[src/dpzo_map.svh]
`ifndef DPZO_MAP_SVH
`define DPZO_MAP_SVH
// Timing counts in clock cycles of the 20 MHz device clock
`define DPZO_CLK_PERIOD_NS   50
`define DPZO_TCKE_NS         5000
`define DPZO_TCKE_CYC        ((`DPZO_TCKE_NS + `DPZO_CLK_PERIOD_NS - 1) / `DPZO_CLK_PERIOD_NS)
`define DPZO_TXP_CYC         3
`define DPZO_TXPDLL_CYC      10
`define DPZO_TRFC_CYC        8
`define DPZO_TRP_CYC         3
`define DPZO_TXS_CYC         9
`define DPZO_TZQINIT_CYC     512
`define DPZO_TZQOPER_CYC     256
`define DPZO_TZQCS_CYC       64
// Mode register field positions
`define DPZO_MR1_RTT_A2      2
`define DPZO_MR1_RTT_A6      6
`define DPZO_MR1_RTT_A9      9
`define DPZO_MR1_TDQS_A11    11
`define DPZO_MR2_RTTWR_A9    9
`define DPZO_MR2_RTTWR_A10   10
// Controller register offsets
`define DPZO_REG_CMD         4'h0
`define DPZO_REG_STATUS      4'h1
`define DPZO_REG_MR1         4'h2
`define DPZO_REG_MR2         4'h3
`define DPZO_REG_STRAP       4'h4
// Command register bit positions
`define DPZO_CMD_PD_ENTER    0
`define DPZO_CMD_PD_EXIT     1
`define DPZO_CMD_REFRESH     2
`define DPZO_CMD_ZQCL        3
`define DPZO_CMD_ZQCS        4
`define DPZO_CMD_SR_ENTER    5
`define DPZO_CMD_SR_EXIT     6
`define DPZO_CMD_ODT         7
`define DPZO_CMD_PRECHARGE   8
`define DPZO_CMD_MRS         9
`endif

[src/dpzo_pkg.sv]
package dpzo_pkg;
    // Command bus encoding seen by the device
    typedef enum logic [2:0] {
        DPZO_NOP  = 3'h0,
        DPZO_REF  = 3'h1,
        DPZO_ZQCL = 3'h2,
        DPZO_ZQCS = 3'h3,
        DPZO_PREA = 3'h4,
        DPZO_MRS1 = 3'h5,
        DPZO_MRS2 = 3'h6
    } dpzo_cmd_e;

    // Device operating state
    typedef enum logic [1:0] {
        DPZO_DEV_IDLE = 2'h0,
        DPZO_DEV_PD   = 2'h1,
        DPZO_DEV_SR   = 2'h2,
        DPZO_DEV_CAL  = 2'h3
    } dpzo_dev_e;

    // Controller sequencing state
    typedef enum logic [1:0] {
        DPZO_CTL_RUN  = 2'h0,
        DPZO_CTL_PD   = 2'h1,
        DPZO_CTL_SR   = 2'h2,
        DPZO_CTL_ZQ   = 2'h3
    } dpzo_ctl_e;
endpackage : dpzo_pkg

[src/dpzo_link_if.sv]
`timescale 1ns/1ns
interface dpzo_link_if;
    logic                   cke;
    logic                   odt;
    dpzo_pkg::dpzo_cmd_e    cmd;
    logic [12:0]            addr;
    logic                   dq_oe;

    modport ctl (output cke, output odt, output cmd, output addr, input dq_oe);
    modport dev (input cke, input odt, input cmd, input addr, output dq_oe);
endinterface : dpzo_link_if

[src/dpzo_wait_cnt.sv]
`timescale 1ns/1ns
// Down-counter; done while zero, reloads on start
module dpzo_wait_cnt #(
    parameter int W = 10
) (
    // Clock and reset
    input  wire logic         clk_i,
    input  wire logic         sys_rst_i,
    // Control
    input  wire logic         start_i,
    input  wire logic [W-1:0] load_i,
    output logic              done_o
);
    logic [W-1:0] count;

    // Load wins over the running count
    always_ff @(posedge clk_i) begin
        if (sys_rst_i) begin
            count <= '0;
        end else if (start_i) begin
            count <= load_i;
        end else if (count != '0) begin
            count <= count - 1'b1;
        end
    end

    assign done_o = (count == '0);
endmodule : dpzo_wait_cnt

[src/dpzo_ctl.sv]
`timescale 1ns/1ns
`include "dpzo_map.svh"
module dpzo_ctl #(
    parameter int TCKE_CYC   = `DPZO_TCKE_CYC,
    parameter int TXP_CYC    = `DPZO_TXP_CYC,
    parameter int TXPDLL_CYC = `DPZO_TXPDLL_CYC,
    parameter int TRFC_CYC   = `DPZO_TRFC_CYC,
    parameter int TRP_CYC    = `DPZO_TRP_CYC,
    parameter int TXS_CYC    = `DPZO_TXS_CYC,
    parameter int ZQINIT_CYC = `DPZO_TZQINIT_CYC,
    parameter int ZQOPER_CYC = `DPZO_TZQOPER_CYC,
    parameter int ZQCS_CYC   = `DPZO_TZQCS_CYC
) (
    // Clock and reset
    input  wire logic        clk_i,
    input  wire logic        sys_rst_i,
    // Software port
    input  wire logic [3:0]  addr_i,
    input  wire logic [15:0] wdata_i,
    input  wire logic        wr_i,
    input  wire logic        rd_i,
    output logic [15:0]      rdata_o,
    // Shared calibration resistor arbitration
    input  wire logic        zq_grant_i,
    output logic             zq_req_o,
    // Link
    dpzo_link_if.ctl         link
);
    dpzo_pkg::dpzo_ctl_e state;
    dpzo_pkg::dpzo_ctl_e next_state;
    logic [9:0]  pending;
    logic [12:0] mr1_val;
    logic [12:0] mr2_val;
    logic        wdata_mrs_sel;
    logic        odt_want;
    logic        first_zqcl_done;
    logic        low_in_trfc;
    logic        cal_is_long;
    logic [9:0]  load;
    logic        cnt_done;
    logic        start;
    logic [9:0]  cnt_cke;
    logic [9:0]  cnt_xp;
    logic [9:0]  cnt_xpdll;
    logic [9:0]  cnt_rfc;
    logic [9:0]  cnt_rp;
    logic [9:0]  cnt_xs;
    dpzo_pkg::dpzo_cmd_e next_cmd;
    logic [12:0] next_addr;

    // Saturating decrement used for every timing counter except the calibration one in u_zq_cnt
    function automatic logic [9:0] dec_sat(input logic [9:0] v);
        dec_sat = (v == 10'h000) ? 10'h000 : v - 10'h001;
    endfunction : dec_sat

    wire wr_cmd   = wr_i && addr_i == `DPZO_REG_CMD;
    wire req_pde  = pending[`DPZO_CMD_PD_ENTER];
    wire req_pdx  = pending[`DPZO_CMD_PD_EXIT];
    wire req_ref  = pending[`DPZO_CMD_REFRESH];
    wire req_zql  = pending[`DPZO_CMD_ZQCL];
    wire req_zqs  = pending[`DPZO_CMD_ZQCS];
    wire req_sre  = pending[`DPZO_CMD_SR_ENTER];
    wire req_srx  = pending[`DPZO_CMD_SR_EXIT];
    wire req_pre  = pending[`DPZO_CMD_PRECHARGE];
    wire req_mrs  = pending[`DPZO_CMD_MRS];
    wire run      = state == dpzo_pkg::DPZO_CTL_RUN;
    // CKE may drop only when tXPDLL met and no earlier drop inside tRFC
    wire may_drop = cnt_xpdll == 10'h000 && !low_in_trfc && cnt_rp == 10'h000;
    wire do_pde   = run && req_pde && may_drop;
    wire do_sre   = run && req_sre && may_drop && cnt_xp == 10'h000;
    wire do_pdx   = state == dpzo_pkg::DPZO_CTL_PD && req_pdx && cnt_cke == 10'h000;
    wire do_srx   = state == dpzo_pkg::DPZO_CTL_SR && req_srx && cnt_cke == 10'h000;
    // Refresh only once tXP and tRFC from the last refresh have passed
    wire do_ref   = run && req_ref && !req_sre && cnt_xp == 10'h000
                    && cnt_rfc == 10'h000 && cnt_xs == 10'h000;
    wire do_pre   = run && req_pre && cnt_xp == 10'h000 && cnt_rfc == 10'h000;
    wire do_mrs   = run && req_mrs && cnt_rp == 10'h000 && cnt_rfc == 10'h000 && cnt_xp == 10'h000;
    // Calibration needs tRP, tXS, tXP, tRFC and the shared resistor, but no precharge
    wire zq_ready = run && (req_zql || req_zqs) && cnt_rp == 10'h000 && cnt_xs == 10'h000
                    && cnt_xp == 10'h000 && cnt_rfc == 10'h000;
    wire do_zq    = zq_ready && zq_grant_i;
    // Pin may stay up in self-refresh, where the device ignores it anyway
    wire odt_ok   = next_state == dpzo_pkg::DPZO_CTL_RUN || next_state == dpzo_pkg::DPZO_CTL_SR;

    assign cal_is_long = req_zql;
    assign load = cal_is_long ? (first_zqcl_done ? 10'(ZQOPER_CYC) : 10'(ZQINIT_CYC))
                              : 10'(ZQCS_CYC);
    assign start = do_zq;

    dpzo_wait_cnt #(.W(10)) u_zq_cnt (
        .clk_i     (clk_i),
        .sys_rst_i (sys_rst_i),
        .start_i   (start),
        .load_i    (load),
        .done_o    (cnt_done)
    );

    // Next state and command selection
    always_comb begin
        next_state = state;
        next_cmd   = dpzo_pkg::DPZO_NOP;
        next_addr  = 13'h0000;
        unique case (state)
            dpzo_pkg::DPZO_CTL_RUN: begin
                if (do_zq) begin
                    next_state = dpzo_pkg::DPZO_CTL_ZQ;
                    next_cmd   = req_zql ? dpzo_pkg::DPZO_ZQCL : dpzo_pkg::DPZO_ZQCS;
                end else if (do_sre) begin
                    next_state = dpzo_pkg::DPZO_CTL_SR;
                    next_cmd   = dpzo_pkg::DPZO_REF;
                end else if (do_pde) begin
                    next_state = dpzo_pkg::DPZO_CTL_PD;
                end else if (do_ref) begin
                    next_cmd   = dpzo_pkg::DPZO_REF;
                end else if (do_pre) begin
                    next_cmd   = dpzo_pkg::DPZO_PREA;
                end else if (do_mrs) begin
                    next_cmd   = wdata_mrs_sel ? dpzo_pkg::DPZO_MRS2 : dpzo_pkg::DPZO_MRS1;
                    next_addr  = wdata_mrs_sel ? mr2_val : mr1_val;
                end
            end
            dpzo_pkg::DPZO_CTL_PD: if (do_pdx) next_state = dpzo_pkg::DPZO_CTL_RUN;
            dpzo_pkg::DPZO_CTL_SR: if (do_srx) next_state = dpzo_pkg::DPZO_CTL_RUN;
            dpzo_pkg::DPZO_CTL_ZQ: if (cnt_done && !start) next_state = dpzo_pkg::DPZO_CTL_RUN;
        endcase
    end

    // Requests, timers and pins
    always_ff @(posedge clk_i) begin
        if (sys_rst_i) begin
            state           <= dpzo_pkg::DPZO_CTL_RUN;
            pending         <= 10'h000;
            odt_want        <= 1'b0;
            first_zqcl_done <= 1'b0;
            low_in_trfc     <= 1'b0;
            mr1_val         <= 13'h0000;
            mr2_val         <= 13'h0000;
            wdata_mrs_sel   <= 1'b0;
            cnt_cke         <= 10'h000;
            cnt_xp          <= 10'h000;
            cnt_xpdll       <= 10'h000;
            cnt_rfc         <= 10'h000;
            cnt_rp          <= 10'h000;
            cnt_xs          <= 10'h000;
            rdata_o         <= 16'h0000;
            zq_req_o        <= 1'b0;
            link.cke        <= 1'b1;
            link.odt        <= 1'b0;
            link.cmd        <= dpzo_pkg::DPZO_NOP;
            link.addr       <= 13'h0000;
        end else begin
            state     <= next_state;
            link.cmd  <= next_cmd;
            link.addr <= next_addr;
            // New request bits win over completion clears
            pending <= (pending & ~{do_mrs, do_pre, 1'b0, do_srx, do_sre, do_zq && req_zqs && !req_zql,
                        do_zq && req_zql, do_ref, do_pdx, do_pde})
                       | (wr_cmd ? {wdata_i[9:8], 1'b0, wdata_i[6:0]} : 10'h000);
            if (wr_cmd) odt_want <= wdata_i[`DPZO_CMD_ODT];
            if (wr_i && addr_i == `DPZO_REG_MR1) begin
                mr1_val <= wdata_i[12:0];
            end
            if (wr_i && addr_i == `DPZO_REG_MR2) begin
                mr2_val <= wdata_i[12:0];
            end
            if (wr_i && addr_i == `DPZO_REG_STRAP) wdata_mrs_sel <= wdata_i[0];
            if (do_zq && req_zql) first_zqcl_done <= 1'b1;
            // CKE low while in PD or SR; high throughout calibration
            link.cke <= !(next_state == dpzo_pkg::DPZO_CTL_PD || next_state == dpzo_pkg::DPZO_CTL_SR);
            link.odt <= odt_want && odt_ok && !do_zq;
            zq_req_o <= zq_ready || state == dpzo_pkg::DPZO_CTL_ZQ;
            cnt_cke   <= (do_pde || do_sre || do_pdx || do_srx) ? 10'(TCKE_CYC) : dec_sat(cnt_cke);
            cnt_xp    <= do_pdx ? 10'(TXP_CYC) : dec_sat(cnt_xp);
            cnt_xpdll <= do_pdx ? 10'(TXPDLL_CYC) : dec_sat(cnt_xpdll);
            cnt_rfc   <= (do_ref || do_sre) ? 10'(TRFC_CYC) : dec_sat(cnt_rfc);
            cnt_rp    <= do_pre ? 10'(TRP_CYC) : dec_sat(cnt_rp);
            cnt_xs    <= do_srx ? 10'(TXS_CYC) : dec_sat(cnt_xs);
            // Track refresh windows so CKE drops only once per tRFC
            if (do_ref) begin
                low_in_trfc <= 1'b0;
            end else if (cnt_rfc == 10'h001) begin
                low_in_trfc <= 1'b0;
            end else if (do_pde && cnt_rfc != 10'h000) begin
                low_in_trfc <= 1'b1;
            end
            rdata_o <= 16'h0000;
            if (rd_i && addr_i == `DPZO_REG_STATUS) begin
                rdata_o <= {12'h000, first_zqcl_done, 1'b0, state};
            end else if (rd_i && addr_i == `DPZO_REG_CMD) begin
                rdata_o <= {6'h00, pending};
            end else if (rd_i && addr_i == `DPZO_REG_MR1) begin
                rdata_o <= {3'h0, mr1_val};
            end else if (rd_i && addr_i == `DPZO_REG_MR2) begin
                rdata_o <= {3'h0, mr2_val};
            end
        end
    end
endmodule : dpzo_ctl

[src/flat_wrapper.sv]
// flat-port wrapper written by rule: the top's interface ports become plain ports
module dpzo_ctl_flat 
#(
    parameter int TCKE_CYC   = `DPZO_TCKE_CYC,
    parameter int TXP_CYC    = `DPZO_TXP_CYC,
    parameter int TXPDLL_CYC = `DPZO_TXPDLL_CYC,
    parameter int TRFC_CYC   = `DPZO_TRFC_CYC,
    parameter int TRP_CYC    = `DPZO_TRP_CYC,
    parameter int TXS_CYC    = `DPZO_TXS_CYC,
    parameter int ZQINIT_CYC = `DPZO_TZQINIT_CYC,
    parameter int ZQOPER_CYC = `DPZO_TZQOPER_CYC,
    parameter int ZQCS_CYC   = `DPZO_TZQCS_CYC
)
  (clk_i, sys_rst_i, addr_i, wdata_i, wr_i, rd_i, rdata_o, zq_grant_i, zq_req_o, link_cke, link_odt, link_cmd, link_addr, link_dq_oe);
  dpzo_link_if link_i ();
  input  wire logic clk_i;
  input  wire logic sys_rst_i;
  input  wire logic [3:0] addr_i;
  input  wire logic [15:0] wdata_i;
  input  wire logic wr_i;
  input  wire logic rd_i;
  output logic [15:0] rdata_o;
  input  wire logic zq_grant_i;
  output logic zq_req_o;
  output wire logic [$bits(link_i.cke)-1:0] link_cke;
  output wire logic [$bits(link_i.odt)-1:0] link_odt;
  output wire logic [$bits(link_i.cmd)-1:0] link_cmd;
  output wire logic [$bits(link_i.addr)-1:0] link_addr;
  input wire logic [$bits(link_i.dq_oe)-1:0] link_dq_oe;
  assign link_cke = link_i.cke;
  assign link_odt = link_i.odt;
  assign link_cmd = link_i.cmd;
  assign link_addr = link_i.addr;
  assign link_i.dq_oe = link_dq_oe;
  dpzo_ctl #(.TCKE_CYC(TCKE_CYC), .TXP_CYC(TXP_CYC), .TXPDLL_CYC(TXPDLL_CYC), .TRFC_CYC(TRFC_CYC), .TRP_CYC(TRP_CYC), .TXS_CYC(TXS_CYC), .ZQINIT_CYC(ZQINIT_CYC), .ZQOPER_CYC(ZQOPER_CYC), .ZQCS_CYC(ZQCS_CYC)) u_core (.clk_i(clk_i), .sys_rst_i(sys_rst_i), .addr_i(addr_i), .wdata_i(wdata_i), .wr_i(wr_i), .rd_i(rd_i), .rdata_o(rdata_o), .zq_grant_i(zq_grant_i), .zq_req_o(zq_req_o), .link(link_i));
endmodule
[config.mk]
export PLATFORM = sky130hd
export DESIGN_NAME = dpzo_ctl_flat
export DESIGN_NICKNAME = d
export VERILOG_FILES = /design/src/dpzo_pkg.sv /design/src/dpzo_link_if.sv /design/src/dpzo_wait_cnt.sv /design/src/dpzo_ctl.sv /design/src/flat_wrapper.sv
export VERILOG_INCLUDE_DIRS = /design/src
export SDC_FILE = /design/constraint.sdc
export NUM_CORES = 1
export LEC_CHECK = 0
export BUFFER_PORTS_ARGS = -buffer_cell sky130_fd_sc_hd__buf_4
export CORE_MARGIN = 5
export CORE_UTILIZATION = 61
export CTS_BUF_LIST = sky130_fd_sc_hd__clkbuf_4 sky130_fd_sc_hd__clkbuf_8
export DETAILED_ROUTE_END_ITERATION = 7
export MAX_ROUTING_LAYER = met4
export PLACE_DENSITY = 0.82
export SLEW_MARGIN = 20
export SYNTH_ARGS = -nofsm -noshare
export SYNTH_HDL_FRONTEND = slang
export SYNTH_SLANG_ARGS = --single-unit
[constraint.sdc]
create_clock -name clk_i -period 2.8 [get_ports clk_i]
set_clock_uncertainty 0.1 [all_clocks]
set_input_delay 0.42 -clock clk_i [delete_from_list [all_inputs] [get_ports clk_i]]
set_output_delay 0.42 -clock clk_i [all_outputs]
set_load 0.02 [all_outputs]
Yosys cells after proc, flatten, opt, wreduce, memory -nomap -nowiden
Index checks and enable logic that the tools add are counted.
{ "classes": {"bitwise": 5, "n_eq_ne": 10, "addsub": 7, "n_mux": 37, "reduce_logical": 82} }
{ "op_table": {"columns": ["operator", "n"], "rows": [
  ["10-bit logical NOT", 7],
  ["10-bit by 1-bit subtractor with 10-bit output (second input constant)", 7],
  ["10-bit 2-to-1 mux", 6],
  ["1-bit logical AND", 44],
  ["13-bit 2-to-1 mux", 3],
  ["4-bit 2-to-1 mux", 7],
  ["3-bit OR reduction", 8],
  ["2-bit 2-to-1 mux", 11],
  ["10-bit nonzero test", 2],
  ["3-bit 2-to-1 mux", 6],
  ["7-bit 2-to-1 mux", 2],
  ["10-bit AND", 1],
  ["10-bit by 1-bit == test with 1-bit output (second input constant)", 1],
  ["10-bit inverter", 1],
  ["10-bit OR", 1],
  ["4-bit by 2-bit == test with 1-bit output (second input constant)", 2],
  ["1-bit logical OR", 8],
  ["2-bit case mux with 4 select lines", 1],
  ["8-bit OR reduction", 1],
  ["2-bit == test (second input constant)", 3],
  ["1-bit logical NOT", 5],
  ["2-bit by 1-bit == test with 1-bit output (second input constant)", 2],
  ["4-bit by 1-bit == test with 1-bit output (second input constant)", 1],
  ["4-bit by 3-bit == test with 1-bit output (second input constant)", 1],
  ["other kinds (7)", 10]
]} }
{ "totals": {"wordCells": 171, "register_bits": 147, "out_inout_bits": 35, "inputBits": 26} }

Logic depth before layout (Yosys ltp)
Gate-level depths: netlist of the first run.
{ "depth": {"ltp_word": 15, "depth_mapped": 9} }

Modules after synthesis
Synthesis of the first run repeated with hierarchy kept, for this count alone.
{ "unflattened": {"cells_unflattened": 695, "area_unflattened_um2": 6269.8} }
{ "modules_own_cells": {"columns": ["module", "n_inst", "area_per_inst_um2", "cells_each", "seq_area_each_um2"], "rows": [
  ["dpzo_ctl", 1, 5662.9, 622, 2662.6],
  ["dpzo_wait_cnt", 1, 606.8, 73, 200.2]
]} }

Worst setup path before layout of the first run
Ideal clock, no wire load.
{ "synth_timing": {"path_kind": "reg-to-reg", "start": "register u_core.cnt_xpdll[0]", "end": "register u_core.link.cke", "path_buffers": 0, "path_stages_with_launch": 8, "arrival_time_ps": 1919, "setup_time_ps": 122, "period_less_slack_ps": 2141, "slack_ps": 659, "cell_sequence": "dfxtp_1 > inv_1 > ha_1 > or4b_1 > or4_4 > nor3_2 > a21oi_1 > o32a_1"} }
{ "synth_between": {"elab_chain_len": 11, "word_cells_on_any_way": 14, "classes_between": "eq/ne: 2; mux: 4; reduce/logical: 8"} }
{ "synth_rtl": {"columns": ["item", "line_no", "text"], "rows": [
  ["start: declaration", "dpzo_ctl.sv:44", "logic [9:0] cnt_xpdll;"],
  ["start signal: assignment", "dpzo_ctl.sv:174", "cnt_xpdll <= do_pdx ? 10'(TXPDLL_CYC) : dec_sat(cnt_xpdll);"],
  ["10-bit logical NOT (*)", "dpzo_ctl.sv:68", "wire may_drop = cnt_xpdll == 10'h000 && !low_in_trfc && cnt_rp == 10'h000;"],
  ["1-bit logical AND (*) (2 in a row)", "dpzo_ctl.sv:68", null],
  ["1-bit logical AND, on equally long branches", "dpzo_ctl.sv:69, dpzo_ctl.sv:70", null],
  ["2-bit 2-to-1 mux / 1-bit logical AND (equally long branches)", "dpzo_ctl.sv:111, dpzo_ctl.sv:70", null],
  ["2-bit 2-to-1 mux (*)", "dpzo_ctl.sv:108", "end else if (do_sre) begin"],
  ["2-bit 2-to-1 mux (*)", "dpzo_ctl.sv:105", "if (do_zq) begin"],
  ["2-bit case mux with 4 select lines (*)", "dpzo_ctl.sv:103", "unique case (state)"],
  ["2-bit by 1-bit == test with 1-bit output / 2-bit == test (equally long branches)", "dpzo_ctl.sv:169", "link.cke <= !(next_state == dpzo_pkg::DPZO_CTL_PD || next_state == dpzo_pkg::DPZO_CTL_SR);"],
  ["1-bit logical OR (*)", "dpzo_ctl.sv:169", null],
  ["1-bit logical NOT (*)", "dpzo_ctl.sv:169", null],
  ["end signal: assignment", "dpzo_ctl.sv:169", null],
  ["end: declaration", "dpzo_link_if.sv:9", "modport ctl (output cke, output odt, output cmd, output addr, input dq_oe);"]
]} }
Every way passes the cells marked *; elsewhere a longest branch is shown, timed or not.
A chain may end at the register's enable or synchronous reset.

Worst setup path after layout of the first run
{ "layout_timing": {"start": "register u_core.cnt_cke[0]", "end": "register u_core.state[0]"} }
{ "layout_between": {"elab_chain_len": 4, "word_cells_on_any_way": 6, "classes_between": "mux: 3; reduce/logical: 3"} }
{ "layout_rtl": {"columns": ["item", "line_no", "text"], "rows": [
  ["start: declaration", "dpzo_ctl.sv:42", "logic [9:0] cnt_cke;"],
  ["start signal: assignment", "dpzo_ctl.sv:172", "cnt_cke <= (do_pde || do_sre || do_pdx || do_srx) ? 10'(TCKE_CYC) : dec_sat(cnt_cke);"],
  ["10-bit logical NOT (*)", "dpzo_ctl.sv:71, dpzo_ctl.sv:72", null],
  ["1-bit logical AND, on equally long branches", "dpzo_ctl.sv:72, dpzo_ctl.sv:71", null],
  ["2-bit 2-to-1 mux, on equally long branches", "dpzo_ctl.sv:123, dpzo_ctl.sv:122", null],
  ["2-bit case mux with 4 select lines (*)", "dpzo_ctl.sv:103", null],
  ["end signal: assignment", "dpzo_ctl.sv:131", "state <= dpzo_pkg::DPZO_CTL_RUN;"],
  ["end signal: assignment", "dpzo_ctl.sv:152", "state <= next_state;"],
  ["end: declaration", "dpzo_ctl.sv:29", "dpzo_pkg::dpzo_ctl_e state;"]
]} }
Marked as above.

==> impl_results.md, run 1 <==
* Switching power at 2.43 mW
* Die Y at 111 um
* Synth unique cells at 57
* CTS Sinks at roughly 140
* Clock group share of total power at 0.247
* Num CTS Buffers at 17
* Share of layout cells above drive strength 1 at 0.163
* Wire length on met1 at around 6000 um
* Chip Width at 111 um
* Internal power at 4.24 mW
* Crit start category: register
* Synth Flop Type: dfxtp_1
* Post-DP HPWL at between 9000 and 10000 um
* Worst hold slack at 0.115 ns
* Ratio of final minimum period to clock period at 0.895
* Hold crit path type: primary input to register
* Final #Nets at 774
* Vias at ~5000
* Setup violators final at 0
* Top Layer Used: met4
* IO Pins at between 60 and 70
* Worst-path clk slew at 0.08 ns
* Unrepaired setup endpoints after global routing: no
* Drt via density at 5.70
* DRT antenna net count at 0
* Cell count after synthesis at 682
* Port Buffer Count at 53
* Post-CTS Setup Bufs at 0
* Diodes inserted at 0
* Ys async rst share at 0
* Crit-path max cell delay at 0.58 ns
* Ys Warns at 0
* Family with the most delay on the worst path: compound AO/OA/AOI/OAI gates
* Post-route cell area at approximately 7100 um2
* Synth Register Bits at approximately 140
* Grt total ovfl at 0
* Run status: finished, final reports clean
* Clock Tree Buf Depth at 2
* Sequential share of power at 0.405
* Met2 wire length at around 7200 um
* Pwr/cell area at 935 nW/um2
* Routed len/inst at ~16 um
* Max_slew headroom at 0.308
* Iteration-0 DRC Markers at ~400
* CTS resizes at 0
* VDD IR-drop max at around 710 uV
* Largest net degree at the start of global routing at 69
* Metal3 WL at a little under 600 um
* First-pass GRT wire length at 23600 um
* Arrival time worst endpoint at 2.71 ns
* Switching Share at 0.364
* Initial antenna violation count at 0
* Initial core utilization at 0.632
* H-Tree Level Count at 4
* Die area at between 10000 and 15000 um2
* Setup crit end kind: register
* Critical path fanouts, max at 5
* EDFF count, synth at 0
* Logic pwr share at 0.348
* Synth top area cells: dfxtp_1 (46%), nor2_1 (8.4%), mux2i_1 (7.6%)
* Filler instances at 713
* Vias in the first global route at 5156
* Clock period minus worst slack at ~2.5 ns
* WL final at between 10000 and 15000 um
* Cell Area, Placed at about 6700 um2
* Lkg Pwr at around 2.9 nW
* Least-Margin Pin Slew at 1.04 ns
* Worst setup path class: register to register
* Fmax at 399 MHz
* Core footprint at 9860 um2
* CP Data Required Time at 3.00 ns
* Hold Buf Count CTS at 0
* Fin Setup TNS at 0 ns
* Slowest-stage cell, CP: or4b_1
* Clk_lat worst skew at 0.45 ns
* Slew Limit Fails at 0
* Mean Syn Cell Area at slightly above 9 um2
* Top cell type by total area after synthesis: dfxtp_1
* Total track usage at 0.239
* DP Worst Slack at between 0.3 and 0.4 ns
* Area growth syn-to-layout at 14.5%
* CTS tree: yes
* Worst path cell trace: inv_1 > ha_1 > or4b_1 > o41ai_1 > o21ai_0 > a31oi_1 > a21oi_1
* Hold Violations, Final at 0
* Max cap viols at 0
* # DRC at 0
* Crit path buf inv count at 1
* Worst setup margin at 0.295 ns
* DR pass1 iterations at 6
* Num rows at 36
* Seq/Total Area, Yosys at 0.459
* Share of the synthesized area in the top cell type at 0.459
* Synth Cell Area at approximately 6200 um2
* CTS root buffer: clkbuf_8
* RD Place Congestion at approximately 0.86
==> power groups by stage <==
stage / registers, mW / clock network [mW] / logic [mW]
global route: 2.75 / 1.77 / 2.61
floorplan: 2.66 / 0 / 1.92
detailed placement: 2.74 / 0 / 2.29
finish: 2.70 / 1.65 / 2.32
CTS: 2.70 / 1.67 / 2.32
global placement: 2.71 / 0 / 2.19
==> sequential cells by signal, summed over array words and instances, names as in the netlist, 10 cells and up <==
| register | flops |
|---|---|
| u_core.u_zq_cnt.count | 10 |
| u_core.cnt_cke | 10 |
| u_core.cnt_rp | 10 |
| u_core.cnt_xp | 10 |
| u_core.link.addr | 13 |
| u_core.cnt_xpdll | 10 |
| u_core.cnt_xs | 10 |
| u_core.cnt_rfc | 10 |
| u_core.mr2_val | 13 |
| u_core.mr1_val | 13 |
| u_core.rdata_o | 13 |
==> final timing paths <==
path	startpoint	endpoint	slack, ns	cells past startpoint
setup / recovery	u_core.cnt_cke[0]$_SDFF_PP0_	u_core.state[0]$_SDFF_PP0_	0.29	7
hold / removal	wdata_i[12]	u_core.mr1_val[12]$_SDFFE_PP0P_	0.12	3
setup reg to reg	u_core.cnt_cke[0]$_SDFF_PP0_	u_core.state[0]$_SDFF_PP0_	0.29	7
hold reg to reg	u_core.cnt_cke[0]$_SDFF_PP0_	u_core.cnt_cke[0]$_SDFF_PP0_	0.37	1
==> Yosys cell counts (all sizes together), types with 6 or more instances <==
| master | number |
|---|---|
| nor3 | 25 |
| mux2i | 47 |
| nand2 | 45 |
| buf | 17 |
| nor2 | 140 |
| xor2 | 16 |
| xnor2 | 33 |
| clkbuf | 14 |
| ha | 13 |
| or4 | 8 |
| or3 | 7 |
| nor4 | 16 |
| inv | 17 |
| nand3 | 14 |
| a21oi | 25 |
| a22oi | 12 |
| nand2b | 9 |
| mux2 | 8 |
| nand4 | 9 |
| nor2b | 6 |
| dfxtp | 143 |
==> cell families (layout without fill, tap and decap cells) <==
| group | Yosys count | in the layout | share of synthesized area |
|---|---|---|---|
| AND/OR/NAND/NOR | 303 | 303 | 0.246 |
| flip-flops | 143 | 143 | 0.459 |
| AO/OA/AOI/OAI | 70 | 70 | 0.0755 |
| multiplexers | 55 | 55 | 0.0900 |
| XOR/XNOR | 49 | 49 | 0.0689 |
| buffers and inverters | 48 | 112 | 0.0337 |
| adder cells (fa/ha/maj) | 13 | 13 | 0.0261 |
| other | 1 | 3 | 0.000602 |
==> tightest hold or removal path: stages <==
cell,delay [ns]
buf_4,0.08
mux2i_1,0.06
nor2_1,0.07
==> through the flow <==
step	std cells	power, mW	util
2_1_floorplan	684	4.58	-
3_3_place_gp	849	4.90	0.682
3_5_place_dp	849	5.03	0.682
4_1_cts	881	6.69	0.723
5_1_grt	881	7.14	0.723
6_report	881	6.67	0.723
==> layout by cell type (no fill, tap or decap), drive strengths merged, types with 2 or more instances in the layout <==
| cell type | n |
|---|---|
| nand2b | 9 |
| and3 | 4 |
| a22oi | 12 |
| nand4 | 9 |
| nor2 | 140 |
| clkbuf | 20 |
| nand2 | 45 |
| nor2b | 6 |
| o31ai | 4 |
| mux2 | 8 |
| a21oi | 25 |
| a31oi | 4 |
| clkinvlp | 7 |
| nor3b | 2 |
| o21ai | 4 |
| xnor2 | 33 |
| a21o | 2 |
| or3 | 7 |
| conb | 3 |
| o22ai | 3 |
| nand3b | 2 |
| or4 | 8 |
| or4b | 3 |
| nand4b | 4 |
| inv | 19 |
| ha | 13 |
| a41oi | 2 |
| nor4 | 16 |
| nor4b | 3 |
| buf | 63 |
| nor3 | 25 |
| nand3 | 14 |
| and4 | 3 |
| mux2i | 47 |
| o211ai | 4 |
| xor2 | 16 |
| a211oi | 2 |
| bufinv | 2 |
| dfxtp | 143 |
==> layout make-up <==
class                           instances  area [um2]  area share
Tap cell                              133         166      0.0233
Sequential cell                       143        2860       0.401
Clock buffer                           20         269      0.0377
Multi-Input combinational cell        493        3170       0.444
Inverter                               17        63.8     0.00894
Timing Repair Buffer                   63         473      0.0663
Clock inverter                         12         135      0.0189
==> routing by layer <==
metal	global-route usage	up-vias
li1	-	2460
met1	0.276	2429
met2	0.401	108
met3	0.0682	25
met4	0.0787	0
met5	-	-
No activity file was read; power rests on OpenSTA's default activity.
==> run 2, diff against run 1 <==
--- a/config.mk
+++ b/config.mk
@@ -7,7 +7,6 @@
 export NUM_CORES = 1
 export LEC_CHECK = 0
 export BUFFER_PORTS_ARGS = -buffer_cell sky130_fd_sc_hd__buf_4
-export CORE_MARGIN = 5
 export CORE_UTILIZATION = 61
 export CTS_BUF_LIST = sky130_fd_sc_hd__clkbuf_4 sky130_fd_sc_hd__clkbuf_8
 export DETAILED_ROUTE_END_ITERATION = 7
@@ -16,4 +15,5 @@
 export SLEW_MARGIN = 20
 export SYNTH_ARGS = -nofsm -noshare
 export SYNTH_HDL_FRONTEND = slang
+export SYNTH_HIERARCHICAL = 1
 export SYNTH_SLANG_ARGS = --single-unit
==> run 2 against run 1 <==
Against the previous run: final area increased by 2.5%; sequential power hardly changed; combinational power down 2%; routed wire length is 2.8% lower; via count rose by 0.76%; global-route usage rose by 3.8 points; maximum frequency fell by 7.6%; critical path type unchanged; largest cell class unchanged.
==> impl_results.md, run 2 <==
* Synth top area cells: dfxtp_1 (46%), nor2_1 (7.4%), mux2i_1 (6.1%)
* Flop-to-flop setup slack at 0.09 ns
* Hold_sp: wdata_i[11]
* IO Pins at 61
* First-pass GRT wire length at about 22000 um
* Crit path from: u_core/cnt_xp[0]$_SDFF_PP0_
* EDFF count, synth at 0
* Pwr/cell area at between 900 and 1000 nW/um2
* Cell count after synthesis at about 700
* Worst hold stages at 3
* CP Data Required Time at approximately 3.1 ns
* H-Tree Level Count at 4
* Setup crit end kind: register
* Most frequent cell after synthesis: dfxtp_1
* Final #Nets at roughly 800
* Num CTS Buffers at 17
* Fin Setup TNS at 0 ns
* Diodes inserted at 0
* Iteration-0 DRC Markers at about 270
* Max cap viols at 0
* Grt total ovfl at 0
* Most frequent cells in the layout: dfxtp_1 (143), nor2_1 (123), nand2_1 (74)
* Worst-path clk slew at ~0.070 ns
* Hold crit path type: primary input to register
* Fmax at ~370 MHz
* Area growth syn-to-layout at 16.6%
* Ys Warns at 6
* Vias in the first global route at ~4700
* Slew Limit Fails at 0
* Clk_lat worst skew at between 0.4 and 0.5 ns
* Share of layout cells above drive strength 1 at 0.167
* Critical path fanouts, max at 13
* # DRC at 0
* FF-to-FF End: u_core/link.addr[5]$_SDFF_PP0_
* Least-Margin Pin Slew at 0.655 ns
* Top cell type by total area after synthesis: dfxtp_1
* Total track usage at 0.277
* Chip Width at 103 um
* Arrival time worst endpoint at about 3.0 ns
* Crit start category: register
* DP Cell Count at 873
* Clock period minus worst slack at around 2.7 ns
* Post-DP HPWL at between 9000 and 10000 um
* Drt via density at between 5 and 6
* Num rows at 36
* Max_slew headroom at 0.562
* VDD IR-drop max at 768 uV
* Seq/Total Area, Yosys at 0.457
* Synth Cell Area at about 6300 um2
* Reg-to-Reg Start: u_core/cnt_xp[0]$_SDFF_PP0_
* Unrepaired setup endpoints after global routing: no
* Core footprint at between 9000 and 10000 um2
* Worst setup path class: register to register
* Ys async rst share at 0
* Largest net degree at the start of global routing at 35
* Synth unique cells at 72
* Initial antenna violation count at 0
* Hold Buf Count CTS at 0
* Initial core utilization at 0.636
* Cell depth of the worst flop-to-flop path at 8
* Synth Register Bits at 143
* CTS resizes at 0
* Routed len/inst at 15.1 um
* Mean Syn Cell Area at ~9.0 um2
* Most common cell after layout, fill and taps aside: dfxtp_1
* RD Place Congestion at around 0.88
* Post-CTS Setup Bufs at 0
* CTS root buffer: clkbuf_8
* Port Buffer Count at 53
* Lkg Pwr at between 2 and 3 nW
* Share of the synthesized area in the top cell type at 0.457
* Hold Violations, Final at 0
* Run status: finished, final reports clean
* Post-route insts no fill at around 900
* CTS tree: yes
* Synth Flop Type: dfxtp_1
* WL final at between 10000 and 15000 um
* Post-synth top cells: dfxtp_1 (143), nor2_1 (123), nand2_1 (74)
* Vias at around 5100
* Die area at roughly 11000 um2
* Clock Tree Buf Depth at 2
* Ratio of final minimum period to clock period at 0.968
* DRT antenna net count at 0
* Die Y at 103 um
* WHS Endpoint: u_core/mr1_val[11]$_SDFFE_PP0P_
* Setup violators final at 0
* CTS Sinks at between 100 and 150
* DR pass1 iterations at 4
[run 2: worst max-delay path, cell delays in order (launching register included)]
cell and delay [ns]:
dfxtp_1 0.31, inv_1 0.11, ha_1 0.20, nor4b_1 0.44
nand3b_2 0.18, or2_4 0.30, nor4b_2 0.30, or3b_4 0.54
nor2_2 0.15
[run 2: layout make-up]
class	count	area, um2
Clock buffer	22	297
Clock inverter	10	229
Fill cell	698	2550
Inverter	23	86.3
Multi-Input combinational cell	509	3180
Sequential cell	143	2860
Tap cell	133	166
Timing Repair Buffer	65	488
[run 2: cells by family after synthesis]
logic type,count (synthesis),share of synthesized area
mux,42,0.0732
flops,143,0.457
simple gates,312,0.251
compound gates,85,0.0860
xor+xnor,47,0.0657
other cells,1,0.000598
buf+inv,52,0.0413
fa+ha+maj,13,0.0259
[run 2: layer usage]
metal	wire, um	track usage	up-vias
li1	-	-	2495
met1	5940	0.319	2403
met2	6920	0.463	141
met3	645	0.0685	21
met4	176	0.108	0
met5	0	-	-
[run 2: worst max-delay path by stage]
stage | endpoint | slack, ns | depth (start not counted)
finish | u_core/link.addr[5]$_SDFF_PP0_ | 0.09 | 8
global route | u_core/link.addr[5]$_SDFF_PP0_ | 0.009 | 8
CTS | u_core/link.addr[5]$_SDFF_PP0_ | 0.1 | 8
detailed placement | u_core/link.addr[6]$_SDFF_PP0_ | 0.13 | 8
global placement | u_core/link.addr[8]$_SDFF_PP0_ | 0.28 | 8
floorplan | u_core/u_zq_cnt/count[6]$_SDFFE_PP0P_ | 0.20 | 11
[run 2: report_power, final]
group | total [mW] | leakage (nW) | internal [mW] | switching, mW
combinational | 2.28 | 1.55 | 1.05 | 1.22
clock | 2.10 | 0.266 | 1.35 | 0.751
sequential | 2.70 | 1.17 | 2.37 | 0.329
total | 7.08 | 2.98 | 4.77 | 2.31
[run 2: stage by stage]
stage          instance area, um2  power, mW  hold slack, ns   util  setup WS (ns)
2_1_floorplan                6300       4.50           0.321      -          0.200
3_3_place_gp                 6790       4.85           0.332  0.688          0.276
3_5_place_dp                 6790       4.98           0.343  0.688          0.128
4_1_cts                      7310       7.11           0.110  0.741         0.0984
5_1_grt                      7310       7.51           0.120  0.741        0.00856
6_report                     7310       7.08           0.129  0.741         0.0883
